===== src/verilog/pss_pkg.sv =====
package pss_pkg;

  // ---------------------------------------------------------------------------
  // Widths and timing
  // ---------------------------------------------------------------------------

  // Width of the block clock enable mask.
  localparam int unsigned NUM_BLOCKS  = 8;
  // Width of the wake interval counter.
  localparam int unsigned WAKE_CNT_W  = 16;
  // Interval loaded when the programmed interval is zero.
  localparam logic [WAKE_CNT_W-1:0] WAKE_IVL_MIN = 16'h0001;
  // Cleared value of the block clock enable mask.
  localparam logic [NUM_BLOCKS-1:0] CLK_EN_RST = 8'h00;
  // Cleared value of the wake counter.
  localparam logic [WAKE_CNT_W-1:0] WAKE_CNT_RST = 16'h0000;

  // ---------------------------------------------------------------------------
  // Power states, one-hot
  // ---------------------------------------------------------------------------

  typedef enum logic [4:0] {
    ST_OFF        = 5'h01,
    ST_DEEP_SLEEP = 5'h02,
    ST_SLEEP      = 5'h04,
    ST_WAKE_UP    = 5'h08,
    ST_ON         = 5'h10
  } pss_state_e;

  // Wake event sources, one bit each.
  typedef struct packed {
    logic mac;   // Event from the MAC.
    logic host;  // Request from the host.
    logic ext;   // External interrupt.
  } pss_wake_s;

  // Enables sent to the analogue and clocking blocks.
  typedef struct packed {
    logic                  rtc_en;     // Real-time clock domain running.
    logic                  wdt_en;     // Watchdog timer clock running.
    logic                  main_pwr;   // Power to logic outside the RTC domain.
    logic                  xtal_en;    // Crystal oscillator enable.
    logic                  pll_en;     // PLL enables.
    logic                  cpu_clk_en; // Processor clock enable.
    logic [NUM_BLOCKS-1:0] blk_clk_en; // Per-block high-speed clock enables.
  } pss_ctrl_s;

  // Whole state of the sequencer.
  typedef struct packed {
    pss_state_e            state;
    logic [WAKE_CNT_W-1:0] wake_cnt;
    logic                  wait_gate;
    logic                  rtc_wake;   // One-cycle timer wake pulse.
    pss_ctrl_s             ctrl;
  } pss_regs_s;

endpackage : pss_pkg


===== src/verilog/pss_power_state_sequencer.sv =====
`timescale 1ns/100ps

module pss_power_state_sequencer
  import pss_pkg::*;
#(
  parameter int unsigned RET_DEPTH = 16, // Retention memory words.
  parameter int unsigned RET_W     = 8   // Retention word width.
) (
  // Clock and reset.
  input  wire logic                          CLOCK_I,
  input  wire logic                          RSTN_I,
  // Power pin.
  input  wire logic                          CHIP_POWER_DOWN_PIN_N_I,
  // Software control.
  input  wire logic                          SLEEP_REQ_I,
  input  wire logic                          DEEP_REQ_I,
  input  wire logic [WAKE_CNT_W-1:0]         WAKE_INTERVAL_I,
  input  wire logic                          WAKE_TIMER_EN_I,
  input  wire pss_pkg::pss_wake_s            WAKE_MASK_I,
  input  wire logic [pss_pkg::NUM_BLOCKS-1:0] CLK_CTRL_I,
  input  wire logic                          WAIT_FOR_INTERRUPT_INSTRUCTION_I,
  input  wire logic                          CPU_IRQ_I,
  // Wake sources.
  input  wire pss_pkg::pss_wake_s            WAKE_EVT_I,
  // Analogue status.
  input  wire logic                          XTAL_STABLE_I,
  input  wire logic                          PLL_LOCK_I,
  // Retention memory port.
  input  wire logic                          RET_WE_I,
  input  wire logic [$clog2(RET_DEPTH)-1:0]  RET_ADDR_I,
  input  wire logic [RET_W-1:0]              RET_WDATA_I,
  output logic      [RET_W-1:0]              RET_RDATA_O,
  // Status and enables.
  output pss_pkg::pss_state_e                POWERED_STATE_O,
  output logic                               ACTIVE_O,
  output logic                               RTC_WAKE_O,
  output pss_pkg::pss_ctrl_s                 CTRL_O
);
  import pss_pkg::*;

  // ---------------------------------------------------------------------------
  // State registers
  // ---------------------------------------------------------------------------

  pss_regs_s r_q;                      // Registered state.
  pss_regs_s r_d;                      // Next state.
  logic      timer_hit;                // Wake interval expired this cycle.
  logic      wake_any;                 // Any enabled wake condition.
  logic [RET_W-1:0] ret_mem [RET_DEPTH]; // Retention memory, RTC domain.
  logic [RET_W-1:0] ret_rdata_q;       // Registered read data.

  // Timer hit when the counter reaches one while sleeping with timer on.
  assign timer_hit = WAKE_TIMER_EN_I && (r_q.wake_cnt == WAKE_IVL_MIN) &&
                     (r_q.state == ST_SLEEP || r_q.state == ST_DEEP_SLEEP);
  // Masked wake events plus the timer.
  assign wake_any  = timer_hit || |(WAKE_EVT_I & WAKE_MASK_I);

  // ---------------------------------------------------------------------------
  // Next-state logic
  // ---------------------------------------------------------------------------

  // Computes the next state and enables for every power state.
  always_comb begin
    r_d = r_q;
    // Counter reload or decrement while asleep.
    if (r_q.state == ST_SLEEP || r_q.state == ST_DEEP_SLEEP) begin
      if (timer_hit || r_q.wake_cnt == WAKE_CNT_RST) begin
        r_d.wake_cnt = (WAKE_INTERVAL_I == WAKE_CNT_RST) ? WAKE_IVL_MIN
                                                           : WAKE_INTERVAL_I;
      end else begin
        r_d.wake_cnt = r_q.wake_cnt - WAKE_IVL_MIN;
      end
    end else begin
      r_d.wake_cnt = WAKE_CNT_RST;
    end
    // The wake pulse lasts the one cycle after the interval runs out.
    r_d.rtc_wake = timer_hit;
    // Processor clock gate: set on wait, clear on interrupt.
    if (CPU_IRQ_I) begin
      r_d.wait_gate = 1'b0;
    end else if (WAIT_FOR_INTERRUPT_INSTRUCTION_I) begin
      r_d.wait_gate = 1'b1;
    end
    case (r_q.state)
      ST_OFF: begin
        // Leaving off always passes through wake-up to start the oscillators.
        r_d.state = ST_WAKE_UP;
      end
      ST_ON: begin
        if (DEEP_REQ_I) begin
          r_d.state = ST_DEEP_SLEEP;
        end else if (SLEEP_REQ_I) begin
          r_d.state = ST_SLEEP;
        end
      end
      ST_SLEEP, ST_DEEP_SLEEP: begin
        if (wake_any) begin
          r_d.state = ST_WAKE_UP;
        end
      end
      ST_WAKE_UP: begin
        if (XTAL_STABLE_I && PLL_LOCK_I) begin
          r_d.state = ST_ON;
        end
      end
      default: begin
        r_d.state = ST_OFF;
      end
    endcase
    // Enables follow the next state.
    r_d.ctrl.rtc_en     = 1'b1;
    r_d.ctrl.wdt_en     = (r_d.state != ST_DEEP_SLEEP);
    r_d.ctrl.main_pwr   = (r_d.state != ST_DEEP_SLEEP);
    r_d.ctrl.xtal_en    = (r_d.state == ST_WAKE_UP) || (r_d.state == ST_ON);
    r_d.ctrl.pll_en     = r_d.ctrl.xtal_en;
    r_d.ctrl.cpu_clk_en = (r_d.state == ST_ON) && !r_d.wait_gate;
    r_d.ctrl.blk_clk_en = (r_d.state == ST_ON) ? CLK_CTRL_I : CLK_EN_RST;
  end

  // ---------------------------------------------------------------------------
  // Registers
  // ---------------------------------------------------------------------------

  // Power-down pin low clears r_q, like the reset input; the retention memory keeps its data.
  always_ff @(posedge CLOCK_I or negedge RSTN_I) begin
    if (!RSTN_I) begin
      r_q <= '{state: ST_OFF, wake_cnt: WAKE_CNT_RST, wait_gate: 1'b0, rtc_wake: 1'b0,
               ctrl: '{default: '0}};
    end else if (!CHIP_POWER_DOWN_PIN_N_I) begin
      r_q <= '{state: ST_OFF, wake_cnt: WAKE_CNT_RST, wait_gate: 1'b0, rtc_wake: 1'b0,
               ctrl: '{default: '0}};
    end else begin
      r_q <= r_d;
    end
  end

  // Retention memory sits in the RTC domain and is not cleared by sleep.
  always_ff @(posedge CLOCK_I) begin
    if (RET_WE_I && r_q.state == ST_ON) begin
      ret_mem[RET_ADDR_I] <= RET_WDATA_I;
    end
    ret_rdata_q <= ret_mem[RET_ADDR_I];
  end

  // ---------------------------------------------------------------------------
  // Outputs
  // ---------------------------------------------------------------------------

  assign RET_RDATA_O     = ret_rdata_q;
  assign POWERED_STATE_O = r_q.state;
  assign ACTIVE_O        = (r_q.state == ST_ON) || (r_q.state == ST_WAKE_UP);
  assign RTC_WAKE_O      = r_q.rtc_wake;
  assign CTRL_O          = r_q.ctrl;

  // ---------------------------------------------------------------------------
  // Assertions
  // ---------------------------------------------------------------------------

  property p_sleep_inactive;
    @(posedge CLOCK_I) disable iff (!RSTN_I)
      (r_q.state == ST_SLEEP || r_q.state == ST_DEEP_SLEEP) |-> !ACTIVE_O;
  endproperty
  a_sleep_inactive: assert property (p_sleep_inactive) else $error("Active while asleep.");

  property p_sleep_clocks;
    @(posedge CLOCK_I) disable iff (!RSTN_I)
      (r_q.state == ST_SLEEP) |-> (CTRL_O.blk_clk_en == CLK_EN_RST) && CTRL_O.wdt_en
                                  && !CTRL_O.cpu_clk_en;
  endproperty
  a_sleep_clocks: assert property (p_sleep_clocks) else $error("Clocks run in sleep.");

  property p_timer_wake;
    @(posedge CLOCK_I) disable iff (!RSTN_I)
      (timer_hit && CHIP_POWER_DOWN_PIN_N_I) |=> RTC_WAKE_O && (r_q.state == ST_WAKE_UP);
  endproperty
  a_timer_wake: assert property (p_timer_wake) else $error("Timer wake lost.");

  property p_masked_wake;
    @(posedge CLOCK_I) disable iff (!RSTN_I)
      (r_q.state == ST_SLEEP && !wake_any && CHIP_POWER_DOWN_PIN_N_I) |=> r_q.state == ST_SLEEP;
  endproperty
  a_masked_wake: assert property (p_masked_wake) else $error("Spurious wake.");

  property p_pd_off;
    @(posedge CLOCK_I) disable iff (!RSTN_I)
      !CHIP_POWER_DOWN_PIN_N_I |=> (r_q.state == ST_OFF) && !CTRL_O.rtc_en;
  endproperty
  a_pd_off: assert property (p_pd_off) else $error("Not off after power-down.");

  property p_deep_power;
    @(posedge CLOCK_I) disable iff (!RSTN_I)
      (r_q.state == ST_DEEP_SLEEP) |-> !CTRL_O.main_pwr && CTRL_O.rtc_en;
  endproperty
  a_deep_power: assert property (p_deep_power) else $error("Deep sleep power wrong.");

  property p_sleep_xtal;
    @(posedge CLOCK_I) disable iff (!RSTN_I)
      (r_q.state == ST_SLEEP) |-> !CTRL_O.xtal_en;
  endproperty
  a_sleep_xtal: assert property (p_sleep_xtal) else $error("Crystal on in sleep.");

  property p_wakeup_en;
    @(posedge CLOCK_I) disable iff (!RSTN_I)
      (r_q.state == ST_WAKE_UP) |-> CTRL_O.xtal_en && CTRL_O.pll_en;
  endproperty
  a_wakeup_en: assert property (p_wakeup_en) else $error("Wake-up enables missing.");

  property p_on_gate;
    @(posedge CLOCK_I) disable iff (!RSTN_I)
      (r_q.state == ST_ON) && $stable(r_q.state) && $stable(CLK_CTRL_I)
        |-> CTRL_O.blk_clk_en == $past(CLK_CTRL_I);
  endproperty
  a_on_gate: assert property (p_on_gate) else $error("Block clocks wrong.");

  property p_wait_gate;
    @(posedge CLOCK_I) disable iff (!RSTN_I)
      (WAIT_FOR_INTERRUPT_INSTRUCTION_I && !CPU_IRQ_I) |=> !CTRL_O.cpu_clk_en;
  endproperty
  a_wait_gate: assert property (p_wait_gate) else $error("CPU clock not gated.");

  property p_lock_wait;
    @(posedge CLOCK_I) disable iff (!RSTN_I)
      (r_q.state == ST_WAKE_UP && !(XTAL_STABLE_I && PLL_LOCK_I))
        |=> r_q.state != ST_ON;
  endproperty
  a_lock_wait: assert property (p_lock_wait) else $error("On before lock.");

endmodule : pss_power_state_sequencer


===== config.mk =====
export PLATFORM = sky130hd
export DESIGN_NAME = pss_power_state_sequencer
export DESIGN_NICKNAME = d
export VERILOG_FILES = /design/src/verilog/pss_pkg.sv /design/src/verilog/pss_power_state_sequencer.sv
export SDC_FILE = /design/constraint.sdc
export NUM_CORES = 1
export LEC_CHECK = 0
export BUFFER_PORTS_ARGS = -buffer_cell sky130_fd_sc_hd__buf_2
export CAP_MARGIN = 20
export CORE_MARGIN = 2
export CORE_UTILIZATION = 45
export CTS_BUF_LIST = sky130_fd_sc_hd__clkbuf_2
export DETAILED_ROUTE_END_ITERATION = 12
export HOLD_SLACK_MARGIN = 0.1
export PLACE_DENSITY = 0.6
export SYNTH_ARGS = -nofsm -noshare
export SYNTH_HDL_FRONTEND = slang
export SYNTH_SLANG_ARGS = --single-unit

===== constraint.sdc =====
create_clock -name CLOCK_I -period 2.75 [get_ports CLOCK_I]
set_clock_uncertainty 0.05 [all_clocks]
set_input_delay 0.55 -clock CLOCK_I [delete_from_list [all_inputs] [get_ports CLOCK_I]]
set_output_delay 0.55 -clock CLOCK_I [all_outputs]
set_load 0.02 [all_outputs]

==> results of run 1 <==
## Yosys cell counts, types with 6 or more instances
cell	number	area (sq um)
mux4_2	28	631
xnor2_1	9	78.8
dfxtp_1	8	160
a211oi_1	9	67.6
nor4_1	6	37.5
nand2_1	10	37.5
edfxtp_1	128	3840
mux4_1	12	315
a211oi_2	6	75.1
nor2_1	40	150
and3_1	11	68.8
dfrtp_1	34	851
nor3_1	10	50.1
xor2_1	6	52.6
buf_4	19	143
buf_6	7	78.8
## per-stage QoR
step	util [%]	area [sq um]
finish	54.0	8520
global route	54.0	8520
CTS	54.0	8510
floorplan	-	7200
detailed placement	49.3	7770
global placement	49.3	7770
## layout make-up
cell class                 instances  share of cell area, %
clock inverter                    12                   2.60
inverter                           3                  0.132
clock buffer                      20                   1.17
timing repair buffer             147                   12.0
tap                              216                   3.17
multi-input combinational        196                   23.6
sequential                       171                   57.3
antenna                            1                 0.0294
## worst max-delay path, delay by kind of cell (launching register included)
kind | cells | cell delay, ns
flops | 1 | 0.54
buf+inv | 1 | 0.16
simple gates | 3 | 0.54
## repair_timing
action                                  CTS  global route
endpoints found under the hold margin   174             0
endpoints found under the setup margin    0             1
hold buffers                             42             0
resized for setup                         0             1
## power breakdown
part           switching [mW]  total (mW)  leakage [nW]  internal [mW]
Combinational           0.187       0.356          1.40          0.169
Clock                   0.840        1.63         0.182          0.789
Sequential             0.0180        2.82          1.70           2.80
Total                    1.05        4.80          3.28           3.76
## cell families (layout without fill, tap and decap cells)
kind of cell | after synthesis | in the layout | share of synthesized area, %
simple gates | 106 | 106 | 8.37
xor+xnor | 15 | 15 | 1.82
other cells | 0 | 1 | 0
fa+ha+maj | 3 | 3 | 0.521
mux | 41 | 41 | 13.3
flops | 171 | 171 | 67.8
buf+inv | 39 | 182 | 4.34
compound gates | 31 | 31 | 3.91
## flip-flops by register name, indices dropped and copies added (netlist names)
signal and count:
POWERED_STATE_O 5, RTC_WAKE_O 1, CTRL_O 12, RET_RDATA_O 8, ret_mem 128, r_q 17
## layer usage
metal | vias up | part of all wire [%] | wire [um]
met5 | - | 0 | 0
met4 | 0 | 1.3 | 192
met3 | 20 | 3.6 | 532
met2 | 87 | 51 | 7470
met1 | 2070 | 45 | 6600
li1 | 1857 | - | -
## final timing paths
| path | startpoint | cells after the start | slack, ns | endpoint |
|---|---|---|---|---|
| setup / recovery | POWERED_STATE_O[2] | 4 | 0.17 | ACTIVE_O |
| hold reg to reg | r_q[15] | 2 | 0.53 | CTRL_O[8] |
| setup reg to reg | POWERED_STATE_O[2] | 7 | 0.25 | POWERED_STATE_O[2] |
| max in group asynchronous | RSTN_I | 2 | 1.78 | r_q[24] |
| min in group asynchronous | RSTN_I | 2 | 0.35 | POWERED_STATE_O[2] |
| hold / removal | RET_ADDR_I[3] | 2 | 0.25 | RET_RDATA_O[1] |
## cells in the final DEF (no fill, tap or decap), types with 10 or more instances in the layout
master / instances
buf_4: 23
dlygate4sd3_1: 42
nand2_1: 10
clkbuf_2: 20
nor2_1: 40
and3_1: 11
mux4_1: 12
edfxtp_1: 128
nor3_1: 10
mux4_2: 28
dfrtp_1: 34
buf_2: 81
==> results.json, run 1 <==
{
  "syn-instance-count": 406,
  "grt_pass1_vias": 3905,
  "drive_above_1_share_pct": 33.7,
  "track_usage_pct": 17.9,
  "cp_slowest_cell": "dfrtp_1",
  "viasPerCell": 5.27,
  "final_cells": 766,
  "period_share_pct": 93.7,
  "critPathKind": "register to primary output",
  "cts_max_level": 4,
  "ys_seq_area_share_pct": 67.8,
  "crit_path_end_kind": "primary output",
  "worstPathArrival_ns": 1.98,
  "dp_slack_ns": 0.392,
  "maxCapViolCount": 0,
  "drt_iter0_drc": 213,
  "synth_area_sq_um": 7200,
  "initial_core_util_pct": 45.7,
  "dp_hpwl_um": 9910,
  "n_fill_cell": 1291,
  "fmax_ghz": 0.388,
  "grtUsageMet2_pct": 28.9,
  "die_h_um": 131,
  "numCtsBuffers": 17,
  "power_density_nw_per_um2": 564,
  "cts.sinks": 171,
  "fp.dieW_um": 131,
  "area_growth_pct": 18.3,
  "first_pass_iters": 4,
  "drcViolationCount": 0,
  "placementRows": 46,
  "crit_path_max_incr_delay_ns": 0.54,
  "final.setup.worst_slack_ns": 0.173,
  "grt_max_degree": 37,
  "yosysWarnings": 0,
  "ir_drop_mv": 0.245,
  "ctsLongestPathBuffers": 2,
  "clk_latency_ns": 0.74,
  "clk_pin_slew_ns": 0.23,
  "grt_setup_unrepaired": "no",
  "slew_violations": 0,
  "cts_setup_buffers": 0,
  "power.total_mw": 4.80,
  "io-pin-count": 82,
  "grt.busiest_layer": "met2",
  "wl_um": 14800,
  "cp_max_fo": 8,
  "met3_usage_pct": 4.03,
  "register_area_sq_um": 4880,
  "hold_path.class": "input pin to register",
  "die_area_sq_um": 17000,
  "status": "finished, final reports clean",
  "synth_seq_cells": 171,
  "detail-route-antenna-nets": 0,
  "fin_crit_ns": 2.58,
  "wl_per_cell_um": 19.3,
  "worstSetupStartpointType": "register",
  "avgSynthCellArea_sq_um": 17.7,
  "final.setup.tns_ns": 0,
  "synthArstFlopShare_pct": 20.5,
  "syn_nets": 462,
  "gp_congestion": 0.793,
  "setup_violations": 0,
  "ys_types": 53,
  "io_buffers": 81,
  "worstPathRequired_ns": 2.15,
  "synth_edf_count": 128,
  "nets": 592,
  "maxSlewHeadroom_pct": 41.6,
  "grt_use_met1_pct": 24.4,
  "synth-main-ff-cell": "edfxtp_1",
  "dp.cells": 691,
  "clock-root-buffer": "clkbuf_2",
  "hold_slack_ns": 0.253,
  "final_hold_viol_count": 0,
  "core_sq_um": 15800,
  "antenna_found_initial": 1,
  "tritoncts": "built",
  "worstPathCellList": "nor2_1 > nand3_2 > nand2_1 > buf_2",
  "p_leak_nw": 3.28,
  "multi_input_area_sq_um": 2010,
  "grt_overflow": 0,
  "grt_pass1_wl_um": 21900,
  "vias": 4034,
  "tightest_slew_ns": 0.872
}
Note: power is estimated with default switching activity, not from simulation.
==> inputs of run 2 (changes only) <==
- ABC_AREA: default -> 1
- CTS_CLUSTER_SIZE: default -> 25
==> results.json, run 2 <==
{
  "cts.sinks": 171,
  "vias": 4851,
  "met1_length_um": 7040,
  "detail-route-antenna-nets": 0,
  "numCtsBuffers": 17,
  "drt_iter0_drc": 301,
  "cts_setup_buffers": 0,
  "crit-reg2reg-capture": "ret_mem[12][1]",
  "fp.dieW_um": 130,
  "synth_common_cells": "nand2_1 (138), edfxtp_1 (128), nor2_1 (94)",
  "crit-reg2reg-launch": "POWERED_STATE_O[1]",
  "track_usage_pct": 19.9,
  "die_area_sq_um": 16800,
  "slew_violations": 0,
  "reg2reg_setup_slack_ns": 0.41,
  "synth_mux_area_share_pct": 0,
  "synth_compound_area_share_pct": 8.27,
  "period_share_pct": 89.1,
  "worstPathArrival_ns": 1.85,
  "initial_core_util_pct": 46.5,
  "worstPathRequired_ns": 2.15,
  "clk_latency_ns": 0.71,
  "largest_register": "ret_mem",
  "synthArstFlopShare_pct": 20.5,
  "antenna_found_initial": 1,
  "core_sq_um": 15300,
  "holdPathStages": 5,
  "status": "finished, final reports clean",
  "routed-wl-met2_um": 7760,
  "nets": 795,
  "postLayoutCoreUtil_pct": 54.3,
  "synth_edf_count": 128,
  "io-pin-count": 82,
  "synth_top_area_share_pct": 54.0,
  "final.setup.tns_ns": 0,
  "top_layer": "met4",
  "synth-simple-area-share_pct": 16.0,
  "setup_violations": 0,
  "hold_start": "WAKE_TIMER_EN_I",
  "clock-root-buffer": "clkbuf_2",
  "io_buffers": 81,
  "synth_xor_area_share_pct": 0.985,
  "power_density_nw_per_um2": 542,
  "syn_nets": 675,
  "drive_above_1_share_pct": 19.1,
  "switching_share_pct": 23.5,
  "grt_setup_unrepaired": "no",
  "yosysWarnings": 0,
  "viasPerCell": 5.03,
  "cell_internal_pwr_mw": 3.45,
  "synth_area_sq_um": 7110,
  "clk_pin_slew_ns": 0.23,
  "maxCapViolCount": 0,
  "die_h_um": 130,
  "drcViolationCount": 0,
  "grt_pass1_vias": 4758,
  "register_area_sq_um": 4880,
  "fmax_ghz": 0.408,
  "wl_per_cell_um": 16.4,
  "grt_pass1_wl_um": 24700,
  "netSwitchingPower_mw": 1.06,
  "power_frac_comb_pct": 8.1,
  "hold_end": "r_q[23]",
  "ys_seq_area_share_pct": 68.6,
  "synth-main-ff-cell": "edfxtp_1",
  "cp_max_fo": 5,
  "fin_crit_ns": 2.45,
  "avgSynthCellArea_sq_um": 11.5,
  "rr_worst_depth": 5,
  "ys_types": 31,
  "layout_common_cells": "nand2_1 (138), edfxtp_1 (128), nor2_1 (91), buf_2 (81), a22oi_1 (64)",
  "gp_congestion": 0.841,
  "synth_seq_cells": 171,
  "multi_input_area_sq_um": 1840,
  "area_growth_pct": 17.0,
  "largest_register_ffs": 128,
  "wl_met3_um": 885,
  "synth_top_family_by_area": "simple AND/OR/NAND/NOR gates",
  "critPathKind": "register to primary output",
  "wl_um": 15900,
  "synth_area_leaders": "edfxtp_1 (54%), dfrtp_1 (12%), nand2_1 (7.3%), a22oi_1 (6.8%), nor2_1 (5.0%)",
  "yosysTopAreaCell": "edfxtp_1",
  "clkPwrFrac_pct": 29.6,
  "p_leak_nw": 3.51,
  "crit_path_end_kind": "primary output",
  "final_hold_viol_count": 0,
  "tritoncts": "built",
  "hold_path.class": "input pin to register",
  "worstSetupStartpointType": "register",
  "ir_drop_mv": 0.274,
  "tightest_slew_ns": 0.815,
  "placementRows": 45,
  "maxSlewHeadroom_pct": 45.6,
  "synthAdderAreaFrac_pct": 0.528,
  "final_common_cell": "nand2_1",
  "syn-instance-count": 619,
  "first_pass_iters": 5,
  "grt_max_degree": 36,
  "n_fill_cell": 1390,
  "dp_hpwl_um": 10800,
  "cts_max_level": 4,
  "grt_overflow": 0,
  "ctsLongestPathBuffers": 2,
  "seqPwrFrac_pct": 62.3,
  "yosysMostFrequentCell": "nand2_1"
}
[run 2: stage by stage]
step                      area [sq um]  setup WS (ns)  hold WS, ns  power (mW)  cells
after floorplan                   7110          0.827        0.204        3.04    619
after global placement            7670          0.620        0.475        3.19    891
after detailed placement          7670          0.461        0.487        3.19    891
after CTS                         8280          0.216        0.104        4.56    959
after global routing              8320         0.0777        0.104        4.71    964
final                             8320          0.300        0.186        4.51    964
[run 2: layout make-up]
cell class,count,area share (%)
Sequential cell,171,58.7
Multi-Input combinational cell,369,22.2
Timing Repair Buffer,135,10.9
Tap cell,211,3.17
Inverter,45,2.03
Clock inverter,12,1.79
Clock buffer,20,1.20
Antenna cell,1,0.0301
[run 2: logic make-up (layout without fill, tap and decap cells)]
group	Yosys count	in the layout
buffers and inverters	79	212
AO/OA/AOI/OAI	85	85
other	0	1
flip-flops	171	171
AND/OR/NAND/NOR	273	273
adder cells (fa/ha/maj)	3	3
XOR/XNOR	8	8
[run 2: worst max-delay path by stage]
stage / endpoint / startpoint / slack, ns / cells past startpoint
after floorplan: ret_mem[15][0] / RET_ADDR_I[1] / 0.83 / 5
after global placement: ret_mem[12][4] / POWERED_STATE_O[2] / 0.62 / 5
after detailed placement: ret_mem[12][5] / POWERED_STATE_O[2] / 0.46 / 5
after CTS: ACTIVE_O / POWERED_STATE_O[1] / 0.22 / 4
after global routing: ACTIVE_O / POWERED_STATE_O[1] / 0.08 / 4
final: ACTIVE_O / POWERED_STATE_O[1] / 0.30 / 4
[run 2: critical path, cell delays in order, from the launching register on]
cell	delay [ns]
dfrtp_1	0.47
nor2_1	0.19
nand3_1	0.16
nand2_1	0.13
buf_2	0.18
[run 2: per-layer routing]
metal / vias to the layer above / global-route usage (%)
li1: 2358 / -
met3: 12 / 4.18
met2: 159 / 33.5
met4: 0 / 6.77
met1: 2322 / 25.8
met5: - / 0
[run 2: power groups by stage]
stage	clock network, mW	registers [mW]	logic, mW
3_5_place_dp	0	2.87	0.327
3_3_place_gp	0	2.86	0.324
2_1_floorplan	0	2.88	0.163
4_1_cts	1.38	2.81	0.366
6_report	1.33	2.81	0.367
5_1_grt	1.49	2.81	0.406
[run 2: what timing repair did]
action                                 in CTS  in global routing
hold buffers                               36                  4
endpoints found under the hold margin      68                 13
gates resized for setup                     0                  0
